--- src/counter_array_pkg.sv ---
// Constants and state type for the two-block counter array pulse generator.
// Assumes an 8-bit special-function register port on the processor clock.
// Behaviour
// Programmable-period mode: low byte equal to period clears counter and reloads holding registers.
// One period register per block serves all three compare modules.
// Software keeps every module of a programmable block in that mode or unused.
// Each module takes its own duty from its compare high register.
// Software keeps the period above every module's duty value.
// 16-bit mode: output high while counter >= compare, low on counter overflow.
// Software sets all three modules of a block to 10-bit mode together.
// 10-bit mode: 10-bit counter and compare, high at >=, low on 10-bit overflow.
// 10-bit mode ignores upper six bits of counter high and compare high.
// Software writes compare low before compare high.
// Compare low write clears comparator enable; compare high write sets it.
// Compare zero gives full duty; clear comparator enable holds output low.
// Global start bit in block 0 control runs both counters, overriding run bits.
// Control bit 6 runs or stops its block's counter; only software changes it.
// Control bit 5 enables the interrupt from that block's overflow flag.
// Control bit 4 halts the counter while the processor idles.
// Control bit 2 selects 10-bit rather than 16-bit wide pulse mode.
// Clock select: 00 prescaler, 01 timer 0 overflow, 10 external pin.
// Status layout: overflow flags at 7 and 3, module flags around them.
// Overflow flag set on rollover or by software; cleared only by software.
// All eight event flags are ORed into one interrupt request; the code ORs each flag only while its enable bit is set.
// Mode field: 01 fixed 8-bit, 10 programmable 8-bit, 11 wide fixed.
// 8-bit modes: high when low byte >= compare low; restart copies high to low.
// Programmable mode drives the output low when the period match clears the counter.
package counter_array_pkg;
  localparam int NUM_BLOCKS = 2;
  localparam int MODS_PER_BLOCK = 3;
  localparam int NUM_MODS = 6;

  localparam logic [7:0] ADDR_STATUS = 8'hA5;
  localparam logic [1:0][7:0] ADDR_CNT_LO = {8'hBA, 8'hA2};
  localparam logic [1:0][7:0] ADDR_CNT_HI = {8'hBB, 8'hA3};
  localparam logic [1:0][7:0] ADDR_CTRL = {8'hBC, 8'hA4};
  localparam logic [1:0][7:0] ADDR_PERIOD = {8'hC7, 8'hB4};
  localparam logic [5:0][7:0] ADDR_MODE = {8'hBF, 8'hBE, 8'hBD, 8'hAB, 8'hAA, 8'hA9};
  localparam logic [5:0][7:0] ADDR_CMP_LO = {8'hC5, 8'hC3, 8'hC1, 8'hB2, 8'hAF, 8'hAC};
  localparam logic [5:0][7:0] ADDR_CMP_HI = {8'hC6, 8'hC4, 8'hC2, 8'hB3, 8'hB1, 8'hAD};

  localparam int CTRL_START_ALL = 7;
  localparam int CTRL_RUN = 6;
  localparam int CTRL_OVF_IRQ = 5;
  localparam int CTRL_IDLE_HALT = 4;
  localparam int CTRL_TEN_BIT = 2;
  localparam logic [1:0][7:0] CTRL_WMASK = {8'h77, 8'hF7};

  localparam int MODE_IRQ_EN = 7;
  localparam int MODE_CMP_EN = 6;
  localparam int MODE_MATCH = 3;
  localparam logic [1:0] PWM_OFF = 2'h0;
  localparam logic [1:0] PWM_FIX8 = 2'h1;
  localparam logic [1:0] PWM_PROG8 = 2'h2;
  localparam logic [1:0] PWM_WIDE = 2'h3;

  localparam logic [1:0] CLK_PRESCALE = 2'h0;
  localparam logic [1:0] CLK_TIMER0 = 2'h1;
  localparam logic [1:0] CLK_EXT = 2'h2;

  localparam logic [7:0] STA_OVF_MASK = 8'h88;
  localparam logic [7:0] STA_FLAG_MASK = 8'h77;
  localparam logic [1:0][2:0] STA_OVF_BIT = {3'h7, 3'h3};
  localparam logic [5:0][2:0] STA_FLAG_BIT = {3'h6, 3'h5, 3'h4, 3'h2, 3'h1, 3'h0};

  localparam logic [7:0] BYTE_RESET = 8'h00;
  localparam logic [15:0] COUNT_RESET = 16'h0000;
  localparam logic [5:0] TEN_UPPER_ZERO = 6'h00;

  typedef struct packed {
    logic [1:0][15:0] cnt;
    logic [1:0][7:0] ctrl;
    logic [7:0] sta;
    logic [5:0][7:0] mode;
    logic [5:0][7:0] cmp_lo;
    logic [5:0][7:0] cmp_hi;
    logic [1:0][7:0] period;
    logic [1:0][7:0] period_hold;
    logic [5:0] pin;
    logic [7:0] rdata;
    logic irq;
    logic [1:0] ext_s1;
    logic [1:0] ext_s2;
    logic [1:0] ext_prev;
  } state_t;
endpackage : counter_array_pkg

--- src/counter_array_pwm_control.sv ---
// Two counter blocks with three pulse-width compare modules each.
// Assumes tick inputs on clk and external clock pins from outside the clock domain.
`timescale 1ns/10ps
`default_nettype none
module counter_array_pwm_control
  import counter_array_pkg::*;
(
  input wire logic clk,
  input wire logic reset_n,
  input wire logic [7:0] sfr_addr,
  input wire logic [7:0] sfr_wdata,
  input wire logic sfr_wr,
  input wire logic sfr_rd,
  output logic [7:0] sfr_rdata,
  input wire logic [1:0] prescale_tick,
  input wire logic timer0_ovf,
  input wire logic [1:0] ext_clk_pin,
  input wire logic cpu_idle,
  output logic [5:0] module_output_pin,
  output logic irq
);
  state_t q;
  state_t d;
  logic [1:0] tick;
  logic [1:0] prog;
  logic [1:0] period_hit;

  // Counter clock choice, run control and programmable-period detection per block.
  always_comb begin
    for (int b = 0; b < NUM_BLOCKS; b++) begin
      tick[b] = 1'b0;
      if (q.ctrl[b][1:0] == CLK_PRESCALE) begin
        tick[b] = prescale_tick[b];
      end else if (q.ctrl[b][1:0] == CLK_TIMER0) begin
        tick[b] = timer0_ovf;
      end else if (q.ctrl[b][1:0] == CLK_EXT) begin
        tick[b] = q.ext_s2[b] & ~q.ext_prev[b];
      end
      tick[b] = tick[b] & (q.ctrl[0][CTRL_START_ALL] | q.ctrl[b][CTRL_RUN])
        & ~(cpu_idle & q.ctrl[b][CTRL_IDLE_HALT]);
      prog[b] = 1'b0;
      for (int m = 0; m < MODS_PER_BLOCK; m++) begin
        if (q.mode[b * MODS_PER_BLOCK + m][1:0] == PWM_PROG8) begin
          prog[b] = 1'b1;
        end
      end
      period_hit[b] = (q.cnt[b][7:0] == q.period_hold[b]);
    end
  end

  always_comb begin
    logic [1:0] ovf;
    logic [7:0] set_mask;
    logic [7:0] irq_en;
    int b;
    ovf = 2'h0;
    set_mask = BYTE_RESET;
    irq_en = BYTE_RESET;
    b = 0;
    d = q;
    d.ext_s1 = ext_clk_pin;
    d.ext_s2 = q.ext_s1;
    d.ext_prev = q.ext_s2;

    // Counters.
    for (int k = 0; k < NUM_BLOCKS; k++) begin
      if (tick[k]) begin
        if (prog[k]) begin
          if (period_hit[k]) begin
            d.cnt[k] = COUNT_RESET;
            d.period_hold[k] = q.period[k];
          end else begin
            d.cnt[k] = q.cnt[k] + 16'h0001;
          end
        end else if (q.ctrl[k][CTRL_TEN_BIT]) begin
          d.cnt[k] = {TEN_UPPER_ZERO, q.cnt[k][9:0] + 10'h001};
          ovf[k] = &q.cnt[k][9:0];
        end else begin
          d.cnt[k] = q.cnt[k] + 16'h0001;
          ovf[k] = &q.cnt[k];
        end
      end
      if (ovf[k]) begin
        set_mask[STA_OVF_BIT[k]] = 1'b1;
      end
    end

    // Compare modules.
    for (int i = 0; i < NUM_MODS; i++) begin
      b = i / MODS_PER_BLOCK;
      if (tick[b]) begin
        case (q.mode[i][1:0])
          PWM_FIX8: begin
            if (&q.cnt[b][7:0]) begin
              d.cmp_lo[i] = q.cmp_hi[i];
              d.pin[i] = 1'b0;
            end else begin
              d.pin[i] = (d.cnt[b][7:0] >= q.cmp_lo[i]);
            end
          end
          PWM_PROG8: begin
            if (period_hit[b]) begin
              d.cmp_lo[i] = q.cmp_hi[i];
              d.pin[i] = 1'b0;
            end else begin
              d.pin[i] = (d.cnt[b][7:0] >= q.cmp_lo[i]);
            end
          end
          PWM_WIDE: begin
            if (ovf[b]) begin
              d.pin[i] = 1'b0;
            end else if (q.ctrl[b][CTRL_TEN_BIT]) begin
              d.pin[i] = (d.cnt[b][9:0] >= {q.cmp_hi[i][1:0], q.cmp_lo[i]});
            end else begin
              d.pin[i] = (d.cnt[b] >= {q.cmp_hi[i], q.cmp_lo[i]});
            end
          end
          default: begin
            d.pin[i] = 1'b0;
          end
        endcase
        if (q.mode[i][MODE_MATCH] && q.mode[i][MODE_CMP_EN]
            && d.cnt[b] == {q.cmp_hi[i], q.cmp_lo[i]}) begin
          set_mask[STA_FLAG_BIT[i]] = 1'b1;
        end
      end
      if (!q.mode[i][MODE_CMP_EN] || q.mode[i][1:0] == PWM_OFF) begin
        d.pin[i] = 1'b0;
      end
      irq_en[STA_FLAG_BIT[i]] = q.mode[i][MODE_IRQ_EN];
    end
    for (int k = 0; k < NUM_BLOCKS; k++) begin
      irq_en[STA_OVF_BIT[k]] = q.ctrl[k][CTRL_OVF_IRQ];
    end
    d.irq = |(q.sta & irq_en);

    // Register writes.
    if (sfr_wr) begin
      if (sfr_addr == ADDR_STATUS) begin
        d.sta = (sfr_wdata & STA_OVF_MASK) | (q.sta & sfr_wdata & STA_FLAG_MASK);
      end
      for (int k = 0; k < NUM_BLOCKS; k++) begin
        if (sfr_addr == ADDR_CTRL[k]) begin
          d.ctrl[k] = sfr_wdata & CTRL_WMASK[k];
        end else if (sfr_addr == ADDR_CNT_LO[k]) begin
          d.cnt[k][7:0] = sfr_wdata;
        end else if (sfr_addr == ADDR_CNT_HI[k]) begin
          d.cnt[k][15:8] = sfr_wdata;
        end else if (sfr_addr == ADDR_PERIOD[k]) begin
          d.period[k] = sfr_wdata;
        end
      end
      for (int i = 0; i < NUM_MODS; i++) begin
        if (sfr_addr == ADDR_MODE[i]) begin
          d.mode[i] = sfr_wdata;
        end else if (sfr_addr == ADDR_CMP_LO[i]) begin
          d.cmp_lo[i] = sfr_wdata;
          d.mode[i][MODE_CMP_EN] = 1'b0;
        end else if (sfr_addr == ADDR_CMP_HI[i]) begin
          d.cmp_hi[i] = sfr_wdata;
          d.mode[i][MODE_CMP_EN] = 1'b1;
        end
      end
    end
    d.sta = d.sta | set_mask;

    // Register reads.
    if (sfr_rd) begin
      d.rdata = BYTE_RESET;
      if (sfr_addr == ADDR_STATUS) begin
        d.rdata = q.sta;
      end
      for (int k = 0; k < NUM_BLOCKS; k++) begin
        if (sfr_addr == ADDR_CTRL[k]) begin
          d.rdata = q.ctrl[k];
        end else if (sfr_addr == ADDR_CNT_LO[k]) begin
          d.rdata = q.cnt[k][7:0];
        end else if (sfr_addr == ADDR_CNT_HI[k]) begin
          d.rdata = q.cnt[k][15:8];
        end else if (sfr_addr == ADDR_PERIOD[k]) begin
          d.rdata = q.period[k];
        end
      end
      for (int i = 0; i < NUM_MODS; i++) begin
        if (sfr_addr == ADDR_MODE[i]) begin
          d.rdata = q.mode[i];
        end else if (sfr_addr == ADDR_CMP_LO[i]) begin
          d.rdata = q.cmp_lo[i];
        end else if (sfr_addr == ADDR_CMP_HI[i]) begin
          d.rdata = q.cmp_hi[i];
        end
      end
    end
  end

  always_ff @(posedge clk or negedge reset_n) begin
    if (!reset_n) begin
      q <= '0;
    end else begin
      q <= d;
    end
  end

  assign module_output_pin = q.pin;
  assign irq = q.irq;
  assign sfr_rdata = q.rdata;
endmodule : counter_array_pwm_control
`default_nettype wire

--- config.mk ---
export PLATFORM = sky130hd
export DESIGN_NAME = counter_array_pwm_control
export DESIGN_NICKNAME = d
export VERILOG_FILES = /design/src/counter_array_pkg.sv /design/src/counter_array_pwm_control.sv
export SDC_FILE = /design/constraint.sdc
export NUM_CORES = 1
export LEC_CHECK = 0
export BUFFER_PORTS_ARGS = -buffer_cell sky130_fd_sc_hd__buf_2
export CAP_MARGIN = 40
export CORE_MARGIN = 2
export CORE_UTILIZATION = 60
export CTS_CLUSTER_DIAMETER = 50
export CTS_CLUSTER_SIZE = 20
export DETAILED_ROUTE_END_ITERATION = 12
export GPL_TIMING_DRIVEN = 0
export PLACE_DENSITY = 0.75
export SETUP_SLACK_MARGIN = 0.05
export SLEW_MARGIN = 30
export SYNTH_ARGS = -nofsm -noshare
export SYNTH_HDL_FRONTEND = slang
export SYNTH_SLANG_ARGS = --single-unit
export TNS_END_PERCENT = 1
--- constraint.sdc ---
create_clock -name clk -period 5.5 [get_ports clk]
set_clock_uncertainty 0.2 [all_clocks]
set_input_delay 0.275 -clock clk [delete_from_list [all_inputs] [get_ports clk]]
set_output_delay 0.275 -clock clk [all_outputs]
set_load 0.05 [all_outputs]
### After elaboration in Yosys (flattened, before gate mapping)

Index checks and enable logic that the tools add are counted.

| storage, ports and cells | value |
|---|---|
| bits of input ports | 26 |
| register bits | 250 |
| logic and storage cells | 447 |
| output and inout bits | 15 |

| operators by class | value |
|---|---|
| magnitude comparators | 18 |
| reductions and logical operators | 75 |
| add/sub/neg operators | 4 |
| bitwise gates (word level) | 36 |
| eq/ne operators | 57 |
| muxes and demuxes | 213 |

Operator list:

| kind | count |
|---|---|
| 2-to-1 mux 8 bit | 91 |
| == test 8 bit, second input constant | 27 |
| 2-to-1 mux 216 bit | 1 |
| 2-to-1 mux 16 bit | 10 |
| == test 16 bit | 6 |
| >= comparator 16 bit | 6 |
| case mux 8 bit (2 select lines) | 6 |
| 2-to-1 mux 1 bit | 92 |
| >= comparator 10 bit | 6 |
| >= comparator 8 bit | 6 |
| 2-to-1 mux 6 bit | 6 |
| adder 16 x 1 -> 16 bit, second input constant | 2 |
| AND reduction 16 bit | 2 |
| == test 2 bit, second input constant | 14 |
| AND reduction 2 bit | 14 |
| AND reduction 4 bit | 6 |
| inverter 1 bit | 22 |
| adder 10 x 1 -> 10 bit, second input constant | 2 |
| AND reduction 10 bit | 2 |
| case mux 1 bit (3 select lines) | 6 |
| nonzero test 3 bit | 6 |
| == test 2 x 1 -> 1 bit, second input constant | 8 |
| == test 8 bit | 2 |
| zero test 2 bit | 8 |
| 15 further kinds | 52 |

### Depth between registers and ports, before layout

| depth | value |
|---|---|
| word-level depth | 28 |
| gate-level depth with buffers | 17 |
| mapped depth without buffers | 15 |

### Worst setup path before layout

OpenSTA, ideal clock, no wires.

| path | value |
|---|---|
| kind | flip-flop to flip-flop |
| from | register q[206] (netlist name) |
| to | register q (netlist bit module_output_pin[2]) |
| buffers on the path | 1 |
| clock period less this slack | 3.487 ns |
| setup time | 0.120 ns |
| arrival time | 3.167 ns |
| required time | 5.180 ns |
| path slack | 2.013 ns |
| stages on the path, launching flop included | 16 |
| path through | dfrtp_1 -> nand2b_1 -> a221o_1 -> or2_0 -> buf_2 -> nor2_1 -> nand2_1 -> o21ai_0 -> ha_1 -> a21o_1 -> a31oi_1 -> o21ai_0 -> o41a_1 -> a211oi_1 -> o31a_1 -> nor4b_1 |

| on the way | value |
|---|---|
| cells in the longest elaborated chain, start to end | 13 |
| elaborated cells on any way between the ends | 21 |
| classes of those cells | 3 x order compare; 2 x eq/ne; 12 x mux; 2 x bitwise; 2 x reduce/logical |

Ends and longest elaborated chain:

| what | RTL line | text |
|---|---|---|
| start, declared | counter_array_pwm_control.sv:22 | `state_t q;` |
| start signal, assigned | counter_array_pwm_control.sv:198 | `q <= '0;` |
| start signal, assigned | counter_array_pwm_control.sv:200 | `q <= d;` |
| == test 2 bit | counter_array_pwm_control.sv:36 | `end else if (q.ctrl[b][1:0] == CLK_EXT) begin` |
| 2-to-1 mux 1 bit | counter_array_pwm_control.sv:36 |  |
| 2-to-1 mux 1 bit | counter_array_pwm_control.sv:34 | `end else if (q.ctrl[b][1:0] == CLK_TIMER0) begin` |
| 2-to-1 mux 1 bit * | counter_array_pwm_control.sv:32 | `if (q.ctrl[b][1:0] == CLK_PRESCALE) begin` |
| bitwise AND 1 bit * | counter_array_pwm_control.sv:39 | `tick[b] = tick[b] & (q.ctrl[0][CTRL_START_ALL] \| q.ctrl[b][CTRL_RUN])` |
| bitwise AND 1 bit * | counter_array_pwm_control.sv:40 | `& ~(cpu_idle & q.ctrl[b][CTRL_IDLE_HALT]);` |
| 2-to-1 mux 16 bit | counter_array_pwm_control.sv:67 | `if (tick[k]) begin` |
| >= comparator 16 bit / >= comparator 10 bit (equally long branches) | counter_array_pwm_control.sv:115, counter_array_pwm_control.sv:113 |  |
| 2-to-1 mux 1 bit | counter_array_pwm_control.sv:112 | `end else if (q.ctrl[b][CTRL_TEN_BIT]) begin` |
| 2-to-1 mux 1 bit | counter_array_pwm_control.sv:110 | `if (ovf[b]) begin` |
| case mux 1 bit (3 select lines) | counter_array_pwm_control.sv:92 | `case (q.mode[i][1:0])` |
| 2-to-1 mux 1 bit | counter_array_pwm_control.sv:91 | `if (tick[b]) begin` |
| 2-to-1 mux 1 bit | counter_array_pwm_control.sv:127 | `if (!q.mode[i][MODE_CMP_EN] \|\| q.mode[i][1:0] == PWM_OFF) begin` |

Every way passes the cells marked *; elsewhere a longest branch is shown, timed or not. The select of a mux whose other input is x is not followed.
A chain may end at the register's enable or synchronous reset.

### Final worst setup path

| path | value |
|---|---|
| from | register q[206] (netlist name) |
| to | register q (netlist bit module_output_pin[0]) |

The elaborated chain is that of the path after synthesis.

==> metrics.txt <==
die area=0.0290 mm^2; Tightest Hold Check Type=primary input to asynchronous set/reset pin; DP Wirelength=47.3 mm; Worst-path clk slew=0.07 ns; vias in the first global route=14500; Pint=around 0.0036 W; post-synth top area share=0.377; Remaining DRCs=0; crit path time final=roughly 4.5 ns; fillers=2135; outcome=finished, final reports clean; Buffers on Ports=34; nets=1996; CTS max path bufs=3; power share of the combinational group=0.219; Worst Path Required=around 5.8 ns; Finish-stage setup viols=0; kind of critical path=flop to flop; FP Rows=60; CP arrival=4.74 ns; leading post-synthesis cells by cell area=dfrtp_1, mux2_2, ha_1; GRT Total Usage=0.429; initial core utilization=0.614; sequential share of the synthesized area=0.377; I/O pin count=41; vias per inst=6.87; post-CTS setup buffers=0; Least-Margin Pin Slew=0.997 ns; Reg power frac=0.386; Routed Antenna Nets=0; Synth warnings=0; TritonCTS clock tree=done; GRT overflow=0; synthesized instance count=1751; switching pwr=0.00191 W; die height=170 um; post-layout util=0.691; Post-CTS Resized=0; # hold bufs at CTS=6; gp weighted congestion=1.05; vias=between 15000 and 20000; leakage power total=8.54 nW; fraction of layout cells with a size suffix above 1=0.200; Final period util=0.812; CP max stage cell=nor2_1; CP Max Fanout=10; commonest non-fill, non-tap cells in the layout=dfrtp_1, mux2_2, nor2_1, nand2_1, inv_1; CP Cell Sequence=nand2b_1 > a221o_1 > nor2_1 > buf_2 > o21ai_0 > nand2_1 > o21ai_0 > buf_2 > ha_1 > nand2_1 > o21ai_0 > a41oi_1 > a21oi_1 > a31oi_1 > o31a_1 > nor4b_1; synthesized area=~0.017 mm^2; Max Cap Violations=0; Distinct cells, synth=slightly above 80; Pwr per Cell Area=just under 300 mW/mm^2; Final Instance Area=0.0187 mm^2; DRT iter0 DRCs=roughly 2100; power share of the clock group=0.395; drt pass-1 iters=7; Die X=170 um; final max-slew violation count=0; first-pass GRT wire length=91.0 mm; commonest non-fill, non-tap cell in the layout=dfrtp_1; Synth area leader=dfrtp_1; Total Power=0.00551 W; register area=0.00626 mm^2; asr flop ratio synth=1.00; core area=0.0270 mm^2; CP startpoint kind=flop; CTS Root Cell=clkbuf_16; fmax=approximately 0.22 GHz; post-synthesis average cell area=9.48 um^2; CTS buffer count=31; multi-input gate area in the final layout=0.00942 mm^2; Net Sw Frac=0.348; initial antenna violation count=0; Clock Latency Late Sink=0.59 ns; setup TNS=0 ns; post-DR wirelength/cell=between 20 and 30 um; Post-Syn Nets=approximately 1900; Ant. Diodes=0; synth-to-layout area growth=12.5%; largest net degree at the start of global routing=88; number of synthesized flops with an enable pin=0; Clock Sinks=between 200 and 300; relative slew slack=0.336; htree depth=1; drt total wl=61.4 mm; final number of hold-violating endpoints=0; VDD IR max=0.327 mV; crit-path max cell delay=0.51 ns; Synth Register Bits=250; crit end category=flop; RSZ-0062 raised after global routing=false; Area after DPL=0.0175 mm^2; CP most frequent cell=o21ai_0; Top FF cell, synth=dfrtp_1
power by group through the flow:
| stage | combinational (W) | clock, W | sequential [W] |
|---|---|---|---|
| finish | 0.00120 | 0.00218 | 0.00213 |
| floorplan | 0.000784 | 0 | 0.00208 |
| global route | 0.00132 | 0.00225 | 0.00213 |
| CTS | 0.00117 | 0.00217 | 0.00212 |
| global placement | 0.00110 | 0 | 0.00215 |
| detailed placement | 0.00116 | 0 | 0.00215 |
worst max-delay path, delay by kind of cell, from the launching register on:
family	cells	cell delay, ns
buf+inv	2	0.58
compound gates	8	1.78
flops	1	0.41
fa+ha+maj	1	0.30
simple gates	5	1.09
layer usage:
metal,part of all wire,GRT usage,vias to the layer above
li1,-,-,6622
met1,0.41,0.595,7404
met2,0.41,0.617,973
met3,0.14,0.156,213
met4,0.047,0.153,0
met5,0,0,-
registers in the layout (all words and copies together), names as in the netlist:
name	cells
q	231
sfr_rdata	8
module_output_pin	6
d	4
irq	1
worst paths after layout:
path / from / endpoint / slack [ns] / depth (start not counted)
worst max-delay path: q[206]$_DFFE_PN0P_ / module_output_pin[0]$_DFFE_PN0P_ / 1.03 / 16
worst min-delay path: reset_n / q[123]$_DFF_PN0_ / 0.009 / 2
worst max register to register: q[206]$_DFFE_PN0P_ / module_output_pin[0]$_DFFE_PN0P_ / 1.03 / 16
worst min register to register: d[2]$_DFF_PN0_ / d[0]$_DFF_PN0_ / 0.16 / 0
max in group asynchronous: reset_n / q[79]$_DFFE_PN0P_ / 3.92 / 4
min in group clk: sfr_rd / sfr_rdata[1]$_DFFE_PN0P_ / 0.09 / 4
cell families (layout without fill, tap and decap cells):
group                      after synthesis  count (layout)  synth area share
DFF                                    250             250             0.377
adders and majority gates              122             122            0.0919
AOI/OAI and AO/OA                      449             449             0.185
buffers and inverters                  217             339            0.0565
and+or+nand+nor                        511             511             0.159
muxes                                  164             164             0.110
xor gates and xnor gates                38              38            0.0205
synth_stat cells (19+ instances only):
cell and instances:
nand4_1 33, and3_1 19, inv_1 126, nand2_1 136, ha_1 122, buf_4 19, nor2_1 136, dfrtp_1 250
a21oi_1 113, xor2_1 19, clkbuf_1 37, mux2_2 153, a221oi_1 29, a22oi_1 58, nor3_1 47, nand3_1 28
buf_2 24, o21ai_0 77
stage by stage:
step / cells / setup WS (ns) / hold WS, ns
2_1_floorplan: 1751 / 2.01 / -0.221
3_3_place_gp: 2126 / -0.587 / 0.136
3_5_place_dp: 2147 / 1.11 / 0.0329
4_1_cts: 2211 / 1.08 / 0.0252
5_1_grt: 2214 / 0.700 / 0.0482
6_report: 2214 / 1.03 / 0.00907
area by class of cell:
class                           count  share of cell area
Multi-Input combinational cell   1284               0.504
Sequential cell                   250               0.335
Clock buffer                       32              0.0423
Timing Repair Buffer               64              0.0285
Inverter                          126              0.0253
Buffer                             91              0.0251
Tap cell                          341              0.0228
Clock inverter                     26              0.0167
(Power assumes the default switching activity.)
